===== src/logic/jtgsh_pkg.sv =====
/*
  Constants and types shared by the scan-port block: pin map, instruction
  codes, register lengths, reset values and the one-hot controller states.
  Assumes a single system clock; nothing here depends on the clock rate.
*/
`default_nettype none

package jtgsh_pkg;

  // ==========================================================================
  // shared pin map, test mode on the left, general purpose on the right
  localparam int PIN_COUNT = 5;
  localparam int PIN_TCK = 0;
  localparam int PIN_TMS = 1;
  localparam int PIN_TDI = 2;
  localparam int PIN_TDO = 3;
  localparam int PIN_TRST = 4;

  // ==========================================================================
  // register lengths
  localparam int IR_LEN = 4;
  localparam int DR_LEN = 32;
  localparam int BSR_LEN = 8;
  localparam int BYPASS_LEN = 1;

  // ==========================================================================
  // instruction codes (all-ones is bypass; unknown codes also act as bypass)
  localparam logic [3:0] INS_EXTEST = 4'h0;
  localparam logic [3:0] INS_SAMPLE = 4'h1;
  localparam logic [3:0] INS_PRELOAD = 4'h2;
  localparam logic [3:0] INS_IDCODE = 4'h3;
  localparam logic [3:0] INS_CLAMP = 4'h4;
  localparam logic [3:0] INS_HIGHZ = 4'h5;
  localparam logic [3:0] INS_BYPASS = 4'hF;

  // ==========================================================================
  // capture and reset values
  localparam logic [3:0] IR_CAPTURE = 4'h1;
  localparam logic [3:0] IR_RESET = INS_IDCODE;
  // arbitrary identification word; bit 0 must stay one
  localparam logic [31:0] IDCODE_VALUE = 32'h0A5A_5001;
  localparam logic [7:0] BSR_RESET = 8'h00;

  // ==========================================================================
  // controller states
  typedef enum logic [15:0] {
    ST_RESET = 16'h0001,
    ST_IDLE = 16'h0002,
    ST_SEL_DR = 16'h0004,
    ST_CAP_DR = 16'h0008,
    ST_SHIFT_DR = 16'h0010,
    ST_EXIT1_DR = 16'h0020,
    ST_PAUSE_DR = 16'h0040,
    ST_EXIT2_DR = 16'h0080,
    ST_UPD_DR = 16'h0100,
    ST_SEL_IR = 16'h0200,
    ST_CAP_IR = 16'h0400,
    ST_SHIFT_IR = 16'h0800,
    ST_EXIT1_IR = 16'h1000,
    ST_PAUSE_IR = 16'h2000,
    ST_EXIT2_IR = 16'h4000,
    ST_UPD_IR = 16'h8000
  } jtgsh_state_t;

endpackage

`default_nettype wire


===== src/logic/jtgsh_tap_if.sv =====
/*
  Carrier between the pin-sharing top and the scan controller.
  Assumes both ends run on the same system clock.
*/
`default_nettype none

interface jtgsh_tap_if;
  logic tckRise;
  logic tms;
  logic holdReset;
  jtgsh_pkg::jtgsh_state_t state;

  modport fsm (
    input tckRise,
    input tms,
    input holdReset,
    output state
  );

  modport core (
    output tckRise,
    output tms,
    output holdReset,
    input state
  );
endinterface

`default_nettype wire


===== src/logic/jtgsh_tap_fsm.sv =====
/*
  Sixteen-state scan controller, stepped on sampled rising test-clock edges.
  Assumes the top supplies already synchronised test-clock edges and mode pin.
*/
`default_nettype none

module jtgsh_tap_fsm (
  input wire logic clk_sys,
  input wire logic reset,
  input wire logic clkEnable,
  jtgsh_tap_if.fsm tap
);

  // ==========================================================================
  // next-state decode
  function automatic jtgsh_pkg::jtgsh_state_t stepState(
    input jtgsh_pkg::jtgsh_state_t cur,
    input logic tmsBit
  );
    case (cur)
      jtgsh_pkg::ST_RESET: stepState = tmsBit ? jtgsh_pkg::ST_RESET : jtgsh_pkg::ST_IDLE;
      jtgsh_pkg::ST_IDLE: stepState = tmsBit ? jtgsh_pkg::ST_SEL_DR : jtgsh_pkg::ST_IDLE;
      jtgsh_pkg::ST_SEL_DR: stepState = tmsBit ? jtgsh_pkg::ST_SEL_IR : jtgsh_pkg::ST_CAP_DR;
      jtgsh_pkg::ST_CAP_DR: stepState = tmsBit ? jtgsh_pkg::ST_EXIT1_DR : jtgsh_pkg::ST_SHIFT_DR;
      jtgsh_pkg::ST_SHIFT_DR: stepState = tmsBit ? jtgsh_pkg::ST_EXIT1_DR : jtgsh_pkg::ST_SHIFT_DR;
      jtgsh_pkg::ST_EXIT1_DR: stepState = tmsBit ? jtgsh_pkg::ST_UPD_DR : jtgsh_pkg::ST_PAUSE_DR;
      jtgsh_pkg::ST_PAUSE_DR: stepState = tmsBit ? jtgsh_pkg::ST_EXIT2_DR : jtgsh_pkg::ST_PAUSE_DR;
      jtgsh_pkg::ST_EXIT2_DR: stepState = tmsBit ? jtgsh_pkg::ST_UPD_DR : jtgsh_pkg::ST_SHIFT_DR;
      jtgsh_pkg::ST_UPD_DR: stepState = tmsBit ? jtgsh_pkg::ST_SEL_DR : jtgsh_pkg::ST_IDLE;
      jtgsh_pkg::ST_SEL_IR: stepState = tmsBit ? jtgsh_pkg::ST_RESET : jtgsh_pkg::ST_CAP_IR;
      jtgsh_pkg::ST_CAP_IR: stepState = tmsBit ? jtgsh_pkg::ST_EXIT1_IR : jtgsh_pkg::ST_SHIFT_IR;
      jtgsh_pkg::ST_SHIFT_IR: stepState = tmsBit ? jtgsh_pkg::ST_EXIT1_IR : jtgsh_pkg::ST_SHIFT_IR;
      jtgsh_pkg::ST_EXIT1_IR: stepState = tmsBit ? jtgsh_pkg::ST_UPD_IR : jtgsh_pkg::ST_PAUSE_IR;
      jtgsh_pkg::ST_PAUSE_IR: stepState = tmsBit ? jtgsh_pkg::ST_EXIT2_IR : jtgsh_pkg::ST_PAUSE_IR;
      jtgsh_pkg::ST_EXIT2_IR: stepState = tmsBit ? jtgsh_pkg::ST_UPD_IR : jtgsh_pkg::ST_SHIFT_IR;
      jtgsh_pkg::ST_UPD_IR: stepState = tmsBit ? jtgsh_pkg::ST_SEL_DR : jtgsh_pkg::ST_IDLE;
      default: stepState = jtgsh_pkg::ST_RESET;
    endcase
  endfunction

  jtgsh_pkg::jtgsh_state_t next_state;

  assign next_state = tap.holdReset ? jtgsh_pkg::ST_RESET :                  // [RQ7]
                      tap.tckRise ? stepState(tap.state, tap.tms) : tap.state; // [RQ2]

  always_ff @(posedge clk_sys or posedge reset) begin
    if (reset) begin
      tap.state <= jtgsh_pkg::ST_RESET;
    end else if (clkEnable) begin
      tap.state <= next_state;
    end
  end

endmodule

`default_nettype wire


===== src/logic/jtgsh_top.sv =====
/*
  Scan test port sharing five general-purpose pins, with instruction and
  data registers and a small boundary register for the core's pins.
  Assumes pins arrive asynchronously and that the test clock runs well below
  a quarter of the system clock, since its edges are found by oversampling.
*/
// Notes on behaviour
// RQ1: scan port live only while test select low
// RQ2: standard controller, instruction and data registers
// RQ3: decode IDCODE BYPASS EXTEST SAMPLE PRELOAD HIGHZ CLAMP
// RQ4: pins 0-4 become TCK TMS TDI TDO TRSTn
// RQ5: test select low forces non-operational mode
// RQ6: controller pulses master reset after leaving test (not done here: the top has no reset output, reset comes from outside)
// RQ7: controller held reset while test select high
`default_nettype none

module jtgsh_top (
  input wire logic clk_sys,
  input wire logic reset,
  input wire logic clkEnable,
  input wire logic testModeSelectN,
  input wire logic [4:0] gpioPinIn,
  output logic [4:0] gpioPinOut,
  output logic [4:0] gpioPinOe,
  input wire logic [4:0] gpioCoreOut,
  input wire logic [4:0] gpioCoreOe,
  output logic [4:0] gpioCoreIn,
  output logic nonOperational,
  input wire logic [7:0] bsrSysIn,
  output logic [7:0] bsrDrive,
  output logic bsrTakeover,
  output logic bsrHighZ
);

  // ==========================================================================
  // pin synchronisers
  logic testSelMeta;
  logic testSelSync;
  logic [4:0] pinMeta;
  logic [4:0] pinSync;
  logic tckPrev;

  always_ff @(posedge clk_sys or posedge reset) begin
    if (reset) begin
      testSelMeta <= 1'b1;
      testSelSync <= 1'b1;
      pinMeta <= 5'h00;
      pinSync <= 5'h00;
      tckPrev <= 1'b0;
    end else if (clkEnable) begin
      testSelMeta <= testModeSelectN;
      testSelSync <= testSelMeta;
      pinMeta <= gpioPinIn;
      pinSync <= pinMeta;
      tckPrev <= pinSync[jtgsh_pkg::PIN_TCK];
    end
  end

  // ==========================================================================
  // pin roles
  wire testActive = ~testSelSync; // [RQ1]
  wire tckNow = pinSync[jtgsh_pkg::PIN_TCK];
  wire tckRise = testActive & tckNow & ~tckPrev;
  wire tckFall = testActive & ~tckNow & tckPrev;
  wire tdiBit = pinSync[jtgsh_pkg::PIN_TDI];
  // gpio activity is ignored outside test mode
  wire holdReset = ~testActive | ~pinSync[jtgsh_pkg::PIN_TRST]; // [RQ7]

  jtgsh_tap_if tap ();

  assign tap.tckRise = tckRise;
  assign tap.tms = pinSync[jtgsh_pkg::PIN_TMS];
  assign tap.holdReset = holdReset;

  jtgsh_tap_fsm jtgsh_tap_fsm_inst (
    .clk_sys(clk_sys),
    .reset(reset),
    .clkEnable(clkEnable),
    .tap(tap)
  );

  wire inReset = (tap.state == jtgsh_pkg::ST_RESET);
  wire capIr = (tap.state == jtgsh_pkg::ST_CAP_IR);
  wire shiftIr = (tap.state == jtgsh_pkg::ST_SHIFT_IR);
  wire updIr = (tap.state == jtgsh_pkg::ST_UPD_IR);
  wire capDr = (tap.state == jtgsh_pkg::ST_CAP_DR);
  wire shiftDr = (tap.state == jtgsh_pkg::ST_SHIFT_DR);
  wire updDr = (tap.state == jtgsh_pkg::ST_UPD_DR);

  // ==========================================================================
  // instruction register
  logic [3:0] irShift;
  logic [3:0] irActive;

  always_ff @(posedge clk_sys or posedge reset) begin
    if (reset) begin
      irShift <= jtgsh_pkg::IR_CAPTURE;
      irActive <= jtgsh_pkg::IR_RESET;
    end else if (clkEnable) begin
      if (inReset) begin
        irActive <= jtgsh_pkg::IR_RESET; // [RQ2]
      end else if (tckFall && updIr) begin
        irActive <= irShift;
      end
      if (tckRise && capIr) begin
        irShift <= jtgsh_pkg::IR_CAPTURE;
      end else if (tckRise && shiftIr) begin
        irShift <= {tdiBit, irShift[3:1]};
      end
    end
  end

  // ==========================================================================
  // instruction decode
  wire insExtest = (irActive == jtgsh_pkg::INS_EXTEST); // [RQ3]
  wire insSample = (irActive == jtgsh_pkg::INS_SAMPLE);
  wire insPreload = (irActive == jtgsh_pkg::INS_PRELOAD);
  wire insIdcode = (irActive == jtgsh_pkg::INS_IDCODE);
  wire insClamp = (irActive == jtgsh_pkg::INS_CLAMP);
  wire insHighz = (irActive == jtgsh_pkg::INS_HIGHZ);
  wire selBsr = insExtest | insSample | insPreload;
  // clamp and highz select bypass while the pins are held, as usual
  wire selBypass = ~selBsr & ~insIdcode;

  function automatic logic [31:0] shiftInAt(
    input logic [31:0] cur,
    input logic bitIn,
    input int len
  );
    logic [31:0] res;
    res = cur >> 1;
    res[len - 1] = bitIn;
    shiftInAt = res;
  endfunction

  // ==========================================================================
  // data register path (idcode, bypass and boundary share one shifter)
  logic [31:0] drShift;
  logic [31:0] drCapture;
  logic [31:0] drShifted;

  assign drCapture = insIdcode ? jtgsh_pkg::IDCODE_VALUE :
                     selBsr ? {24'h000000, bsrSysIn} : 32'h0000_0000;
  assign drShifted = insIdcode ? shiftInAt(drShift, tdiBit, jtgsh_pkg::DR_LEN) :
                     selBsr ? shiftInAt(drShift, tdiBit, jtgsh_pkg::BSR_LEN) :
                     shiftInAt(drShift, tdiBit, jtgsh_pkg::BYPASS_LEN);

  always_ff @(posedge clk_sys or posedge reset) begin
    if (reset) begin
      drShift <= 32'h0000_0000;
    end else if (clkEnable) begin
      if (tckRise && capDr) begin
        drShift <= drCapture; // [RQ3]
      end else if (tckRise && shiftDr) begin
        drShift <= drShifted;
      end
    end
  end

  // ==========================================================================
  // boundary update stage and pin takeover
  logic [7:0] bsrUpdate;

  always_ff @(posedge clk_sys or posedge reset) begin
    if (reset) begin
      bsrUpdate <= jtgsh_pkg::BSR_RESET;
    end else if (clkEnable) begin
      if (inReset) begin
        bsrUpdate <= jtgsh_pkg::BSR_RESET;
      end else if (tckFall && updDr && selBsr) begin
        bsrUpdate <= drShift[7:0]; // [RQ3]
      end
    end
  end

  // ==========================================================================
  // test data out changes on the falling test clock edge
  logic tdoBit;
  logic tdoEn;

  wire tdoSrc = shiftIr ? irShift[0] : drShift[0];

  always_ff @(posedge clk_sys or posedge reset) begin
    if (reset) begin
      tdoBit <= 1'b0;
      tdoEn <= 1'b0;
    end else if (clkEnable) begin
      if (holdReset) begin
        tdoBit <= 1'b0;
        tdoEn <= 1'b0;
      end else if (tckFall) begin
        tdoBit <= tdoSrc; // [RQ2]
        tdoEn <= shiftIr | shiftDr;
      end
    end
  end

  // ==========================================================================
  // pin muxing and registered outputs
  wire [4:0] next_gpioPinOut = testActive ? {1'b0, tdoBit, 3'b000} : gpioCoreOut; // [RQ4]
  wire [4:0] next_gpioPinOe = testActive ? {1'b0, tdoEn, 3'b000} : gpioCoreOe;    // [RQ4]
  wire [4:0] next_gpioCoreIn = testActive ? 5'h00 : pinSync;

  always_ff @(posedge clk_sys or posedge reset) begin
    if (reset) begin
      gpioPinOut <= 5'h00;
      gpioPinOe <= 5'h00;
      gpioCoreIn <= 5'h00;
      nonOperational <= 1'b0;
      bsrDrive <= jtgsh_pkg::BSR_RESET;
      bsrTakeover <= 1'b0;
      bsrHighZ <= 1'b0;
    end else if (clkEnable) begin
      gpioPinOut <= next_gpioPinOut;
      gpioPinOe <= next_gpioPinOe;
      gpioCoreIn <= next_gpioCoreIn;
      // two sync stages and this output register are the only delay; the core must stop at once
      nonOperational <= testActive; // [RQ5]
      bsrDrive <= bsrUpdate;
      bsrTakeover <= testActive & ~inReset & (insExtest | insClamp | insHighz); // [RQ3]
      bsrHighZ <= testActive & ~inReset & insHighz;
    end
  end

endmodule

`default_nettype wire


===== config.mk =====
export PLATFORM = sky130hd
export DESIGN_NAME = jtgsh_top
export DESIGN_NICKNAME = d
export VERILOG_FILES = /design/src/logic/jtgsh_pkg.sv /design/src/logic/jtgsh_tap_if.sv /design/src/logic/jtgsh_tap_fsm.sv /design/src/logic/jtgsh_top.sv
export SDC_FILE = /design/constraint.sdc
export NUM_CORES = 1
export LEC_CHECK = 0
export BUFFER_PORTS_ARGS = -buffer_cell sky130_fd_sc_hd__buf_4
export CAP_MARGIN = 0
export CORE_ASPECT_RATIO = 1.5
export CORE_MARGIN = 3
export CORE_UTILIZATION = 35
export DETAILED_ROUTE_END_ITERATION = 12
export HOLD_SLACK_MARGIN = 0.03
export PLACE_DENSITY = 0.51
export SETUP_SLACK_MARGIN = 0.1
export SYNTH_ARGS = -nofsm -noshare
export SYNTH_HDL_FRONTEND = slang
export SYNTH_HIERARCHICAL = 1
export SYNTH_SLANG_ARGS = --single-unit

===== constraint.sdc =====
create_clock -name clk_sys -period 3.6 [get_ports clk_sys]
set_input_delay 0.36 -clock clk_sys [delete_from_list [all_inputs] [get_ports clk_sys]]
set_output_delay 0.36 -clock clk_sys [all_outputs]
set_load 0.05 [all_outputs]

==> results.sh, run 1 <==
export IMPL_synth_async_reset_ratio_pct=100
export IMPL_use_met1_pct=17.7
export IMPL_h_tree_depth=3
export IMPL_synth_area_leaders="dfrtp_1 49%, mux2_2 5.4%, o21ai_0 3.9%"
export IMPL_grt_busiest_layer="met2"
export IMPL_grt_pass1_wl_um=18500
export IMPL_cts_resized=0
export IMPL_final_hold_viol_count=0
export IMPL_grt_max_degree=48
export IMPL_vias_per_cell=5.00
export IMPL_maxCapViolations=0
export IMPL_path_max_fanout=32
export IMPL_gp_congestion=0.812
export IMPL_row_count=53
export IMPL_syn_area_mm2=0.00502
export IMPL_io_pins=53
export IMPL_reg2reg_to="drShift[26]"
export IMPL_cp_data_required_time_ns=3.83
export IMPL_chipWidth_um=104
export IMPL_vias=3517
export IMPL_critPathBufInv=0
export IMPL_setup_viol=0
export IMPL_rsz0062_at_grt="no"
export IMPL_synth_top_cell_area_share_pct=49.4
export IMPL_cts_root_buffer="clkbuf_16"
export IMPL_r2r_slack_ns=0.96
export IMPL_drt_pass1_iterations=4
export IMPL_pwr_share_comb_pct=14.6
export IMPL_finClkSkew_ns=0.0120
export IMPL_drive_above_1_share_pct=25.2
export IMPL_p_sw_mw=0.755
export IMPL_drc=0
export IMPL_worstPathCellList="nor4_4, nand2_2, or4_1, a22o_1"
export IMPL_synthFlopType="dfrtp_1"
export IMPL_fmax_mhz=379
export IMPL_worstReg2RegStart="jtgsh_tap_fsm_inst/tap.state[13]"
export IMPL_syn2layout_area_growth_pct=16.6
export IMPL_p_sw_share_pct=28.9
export IMPL_chipHeight_um=153
export IMPL_clk_latency_ns=0.34
export IMPL_clkPwrFrac_pct=35.9
export IMPL_met2_usage_pct=24.2
export IMPL_leakagePower_nw=2.68
export IMPL_cts_setup_buffers=0
export IMPL_syn_instance_count=462
export IMPL_ys_ff_latch=105
export IMPL_critPathMaxStageDelay_ns=0.98
export IMPL_crit_slowest_cell="or4_1"
export IMPL_slew_headroom_pct=27.7
export IMPL_wl_um=10800
export IMPL_ant_nets=0
export IMPL_die_area_mm2=0.0158
export IMPL_worst_pin_slew_ns=1.08
export IMPL_status="completed"
export IMPL_postSynthAreaPerCell_um2=10.9
export IMPL_reg2regPathDepth=4
export IMPL_hold_path_end="gpioPinOut[4]"
export IMPL_port_buffer_count=52
export IMPL_p_int_mw=1.86
export IMPL_endpoint_kind="flop"
export IMPL_fin_util_pct=41.6
export IMPL_track_usage_pct=14.2
export IMPL_syn_nets=489
export IMPL_period_minus_slack_ns=2.64
export IMPL_yosys_warnings=6
export IMPL_wl_per_cell_um=15.4
export IMPL_layout_common_cells="99 x dfrtp_1, 59 x buf_4, 43 x nand2_1"
export IMPL_min_delay_path_depth=3
export IMPL_ys_types=62
export IMPL_multi_input_area_mm2=0.00209
export IMPL_final_common_cell="dfrtp_1"
export IMPL_hp_class="primary input to flop"
export IMPL_clk_path_buf_depth=2
export IMPL_crit_family="simple AND/OR/NAND/NOR gates"
export IMPL_ff_latch_area_mm2=0.00264
export IMPL_grt_overflow=0
export IMPL_core_mm2=0.0141
export IMPL_synth_edf_count=0
export IMPL_hold_buffers=1
export IMPL_critPathKind="flop to flop"
export IMPL_setup_tns_ns=0
export IMPL_hold_start="gpioCoreOut[4]"
export IMPL_ir_drop_mv=0.274
export IMPL_antenna_found_initial=0
export IMPL_start_util_pct=35.7
export IMPL_num_fill_cells=1401
export IMPL_cp_start_kind="flop"
export IMPL_ys_seq_area_share_pct=52.5
export IMPL_drt_iter0_markers=178
export IMPL_p_seq_share_pct=49.5
export IMPL_use_met3_pct=3.22
export IMPL_clk_pin_slew_ns=0.07
export IMPL_fin_crit_sh_pct=73.2
export IMPL_dp_hpwl_um=7660
export IMPL_cts_sinks=105
export IMPL_p_per_area_mw_per_mm2=446
export IMPL_n_antenna_cell=0
export IMPL_crit_arrival_ns=2.87
export IMPL_synth_top_area_cell="dfrtp_1"
export IMPL_first_global_vias=3573
export IMPL_slew_viol_final=0
export IMPL_cts_tree="built"
export IMPL_layout_nets=534
export IMPL_numCtsBuffers=9
layout make-up:
type                    count  area share, %
clock buffers              10           3.91
clock inverters             6           1.01
inverters                  37           2.40
multi-input cells         294           35.8
flip-flops and latches    105           45.0
well taps                 192           4.11
repair buffers             60           7.74
metrics by stage:
| step | hold WS, ns | power (mW) | cells | instance area [um2] | worst slack, ns |
|---|---|---|---|---|---|
| CTS | 0.207 | 2.66 | 704 | 5850 | 0.945 |
| global placement | 0.313 | 1.70 | 687 | 5550 | 1.02 |
| finish | 0.220 | 2.61 | 704 | 5850 | 0.965 |
| detailed placement | 0.310 | 1.70 | 687 | 5550 | 0.949 |
| global route | 0.216 | 2.75 | 704 | 5850 | 0.803 |
| floorplan | 0.273 | 1.57 | 462 | 5020 | 0.941 |
cell usage after synthesis, types with 5 or more instances:
| cell | n |
|---|---|
| a21oi_1 | 12 |
| a22o_1 | 17 |
| a22oi_1 | 7 |
| a2bb2oi_1 | 8 |
| buf_2 | 5 |
| buf_6 | 5 |
| clkbuf_1 | 13 |
| dfrtp_1 | 99 |
| dfstp_2 | 6 |
| inv_1 | 37 |
| mux2_2 | 24 |
| mux2i_1 | 16 |
| nand2_1 | 43 |
| nand3_1 | 8 |
| nand4_1 | 6 |
| nor2_1 | 15 |
| nor3_1 | 8 |
| o21ai_0 | 39 |
| o2bb2ai_1 | 8 |
| xor2_1 | 6 |
kinds of logic (layout without fill, tap and decap cells):
logic type / Yosys count / after routing / share of synthesized area (%)
AO/OA/AOI/OAI: 118 / 118 / 16.2
flip-flops: 105 / 105 / 52.5
XOR/XNOR: 10 / 10 / 1.75
multiplexers: 40 / 40 / 8.58
AND/OR/NAND/NOR: 126 / 126 / 15.2
buffers and inverters: 63 / 113 / 5.74
power groups by stage:
stage | registers (mW) | clock network (mW) | logic, mW
after floorplan | 1.38 | 0 | 0.193
after global placement | 1.31 | 0 | 0.385
after detailed placement | 1.32 | 0 | 0.385
after CTS | 1.29 | 0.980 | 0.388
after global routing | 1.30 | 1.03 | 0.417
final | 1.29 | 0.938 | 0.381
how the worst max path moves through the flow:
| stage | startpoint | endpoint | slack (ns) | depth (start not counted) |
|---|---|---|---|---|
| finish | jtgsh_tap_fsm_inst/tap.state[13] | drShift[26] | 0.96 | 4 |
| detailed placement | jtgsh_tap_fsm_inst/tap.state[13] | drShift[9] | 0.95 | 4 |
| global route | jtgsh_tap_fsm_inst/tap.state[13] | drShift[15] | 0.80 | 4 |
| floorplan | reset | bsrDrive[0] | 0.94 | 1 |
| CTS | jtgsh_tap_fsm_inst/tap.state[13] | drShift[9] | 0.95 | 4 |
| global placement | jtgsh_tap_fsm_inst/tap.state[13] | drShift[23] | 1.02 | 4 |
registers in the layout, summed over array words and instances, names as in the netlist:
register / flops
nonOperational: 1
bsrDrive: 8
irActive: 4
testSelSync: 1
irShift: 4
testSelMeta: 1
bsrHighZ: 1
gpioCoreIn: 5
jtgsh_tap_fsm_inst/tap.state: 16
pinMeta: 5
drShift: 32
tdoBit: 1
gpioPinOut: 5
bsrTakeover: 1
pinSync: 5
bsrUpdate: 8
tckPrev: 1
gpioPinOe: 5
tdoEn: 1
per-layer routing:
layer	part of all wire (%)	vias to the layer above
li1	-	1747
met1	45	1702
met2	50	57
met3	3.3	11
met4	1.7	0
met5	0	-
tightest hold or removal path, delay by kind of cell:
kind	cells	cell delay, ns
and+or+nand+nor	1	0.03
buffers and inverters	1	0.08
AOI/OAI and AO/OA	1	0.06
(Power assumes the default switching activity.)
==> inputs of run 2 (changes only) <==
--- a/config.mk
+++ b/config.mk
@@ -12,7 +12,7 @@
 export CORE_UTILIZATION = 35
 export DETAILED_ROUTE_END_ITERATION = 12
 export HOLD_SLACK_MARGIN = 0.03
-export PLACE_DENSITY = 0.51
+export PLACE_DENSITY = 0.53
 export SETUP_SLACK_MARGIN = 0.1
 export SYNTH_ARGS = -nofsm -noshare
 export SYNTH_HDL_FRONTEND = slang
==> constraint.sdc (replaced) <==
create_clock -name clk_sys -period 2.1 [get_ports clk_sys]
set_input_delay 0.21 -clock clk_sys [delete_from_list [all_inputs] [get_ports clk_sys]]
set_output_delay 0.21 -clock clk_sys [all_outputs]
set_load 0.05 [all_outputs]
==> results.sh, run 2 (synthesis results as in run 1) <==
export IMPL_status="completed"
export IMPL_num_fill_cells=1398
export IMPL_cts_tree="built"
export IMPL_reg2regPathDepth=5
export IMPL_chipWidth_um=104
export IMPL_period_minus_slack_ns=1.93
export IMPL_final_common_cell="dfrtp_1"
export IMPL_layout_common_cells="99 x dfrtp_1, 85 x buf_4, 43 x nand2_1"
export IMPL_die_area_mm2=0.0158
export IMPL_pre_cts_slack_ns=0.0517
export IMPL_hp_class="primary input to flop"
export IMPL_setup_viol=0
export IMPL_drc=0
export IMPL_ant_nets=0
export IMPL_grt_pass1_wl_um=18800
export IMPL_cp_start_kind="flop"
export IMPL_final_hold_viol_count=0
export IMPL_io_pins=53
export IMPL_first_global_vias=3786
export IMPL_hold_start="gpioCoreOe[4]"
export IMPL_hold_path_end="gpioPinOe[4]"
export IMPL_cts_root_buffer="clkbuf_16"
export IMPL_worstReg2RegStart="jtgsh_tap_fsm_inst/tap.state[14]"
export IMPL_h_tree_depth=3
export IMPL_drt_iter0_markers=145
export IMPL_reg2reg_to="drShift[16]"
export IMPL_dr_wl_met3_um=258
export IMPL_syn2layout_area_growth_pct=22.5
export IMPL_wl_met2_um=5600
export IMPL_ir_drop_mv=0.319
export IMPL_wl_um=10800
export IMPL_core_mm2=0.0141
export IMPL_grt_overflow=0
export IMPL_port_buffer_count=52
export IMPL_grt_max_degree=90
export IMPL_cp_data_required_time_ns=2.34
export IMPL_layout_nets=563
export IMPL_leakagePower_nw=2.86
export IMPL_rsz0062_at_grt="yes"
export IMPL_setup_ws_ns=0.169
export IMPL_wl_met1_um=4840
export IMPL_n_antenna_cell=0
export IMPL_critPathKind="flop to flop"
export IMPL_reg_largest_list="drShift x32, jtgsh_tap_fsm_inst/tap.state x16"
export IMPL_numCtsBuffers=9
export IMPL_worst_pin_slew_ns=0.610
export IMPL_finClkSkew_ns=0.00910
export IMPL_track_usage_pct=14.3
export IMPL_path_max_fanout=32
export IMPL_endpoint_kind="flop"
export IMPL_start_util_pct=35.7
export IMPL_clk_latency_ns=0.34
export IMPL_drive_above_1_share_pct=29.9
export IMPL_chipHeight_um=153
export IMPL_antenna_found_initial=0
export IMPL_vias=3671
export IMPL_gp_congestion=0.826
export IMPL_setup_tns_ns=0
export IMPL_crit_arrival_ns=2.17
export IMPL_dp_hpwl_um=7790
export IMPL_largest_reg_flops=32
export IMPL_p_per_area_mw_per_mm2=747
export IMPL_maxCapViolations=0
export IMPL_top_layer="met4"
export IMPL_hold_ws_ns=0.0654
export IMPL_min_delay_path_depth=3
export IMPL_vias_per_cell=5.01
export IMPL_row_count=53
export IMPL_clk_path_buf_depth=2
export IMPL_slew_viol_final=0
export IMPL_regMostFlops="drShift"
export IMPL_finalPower_mw=4.59
export IMPL_wl_per_cell_um=14.8
export IMPL_fin_crit_sh_pct=92.0
export IMPL_r2r_slack_ns=0.17
export IMPL_cts_sinks=105
export IMPL_clk_pin_slew_ns=0.08
export IMPL_drt_pass1_iterations=6
export IMPL_slew_headroom_pct=59.3
export IMPL_fmax_mhz=518
## run 2: what timing repair did
item | in CTS | in global routing
pin swaps | 1 | 1
endpoints found under the setup margin | 16 | 20
hold endpoints to repair | 34 | 0
hold buffers | 1 | 0
resized for setup | 1 | 4
buffers inserted | 0 | 1
## run 2: cell type report
type                            instances  area, um2  share of cell area (%)
Timing Repair Buffer                   89        708                    11.5
Tap cell                              192        240                    3.91
Clock inverter                          6       56.3                   0.916
Sequential cell                       105       2640                    42.9
Multi-Input combinational cell        294       2120                    34.6
Inverter                               37        143                    2.32
Clock buffer                           10        239                    3.89
## run 2: how the worst max path moves through the flow
stage	slack [ns]	end	start
floorplan	0.12	drShift[15]	jtgsh_tap_fsm_inst/tap.state[5]
global placement	0.13	drShift[16]	jtgsh_tap_fsm_inst/tap.state[13]
detailed placement	0.05	drShift[18]	jtgsh_tap_fsm_inst/tap.state[13]
CTS	0.12	drShift[31]	jtgsh_tap_fsm_inst/tap.state[14]
global route	0.09	bsrTakeover	jtgsh_tap_fsm_inst/tap.state[14]
finish	0.17	drShift[16]	jtgsh_tap_fsm_inst/tap.state[14]
## run 2: per-layer routing
layer	up-vias	track usage (%)
met4	0	5.13
met3	9	2.25
met5	-	0
met2	49	24.6
li1	1797	-
met1	1816	18.2
## run 2: critical path, stage by stage (launching register included)
cell and delay (ns):
dfrtp_1 0.41, nor4_4 0.39, nand2_2 0.09, or4_4 0.51, buf_12 0.18, a22o_1 0.24
## run 2: where the power goes
part / internal [mW] / switching (mW)
clock: 0.867 / 0.794
sequential: 2.12 / 0.0660
combinational: 0.283 / 0.463
total: 3.27 / 1.32
## run 2: stage by stage
step                cells  instance area (um2)  utilization, %
floorplan             462                 5020               -
global placement      715                 5800            41.3
detailed placement    715                 5800            41.3
CTS                   732                 6110            43.5
global route          733                 6140            43.7
finish                733                 6140            43.7
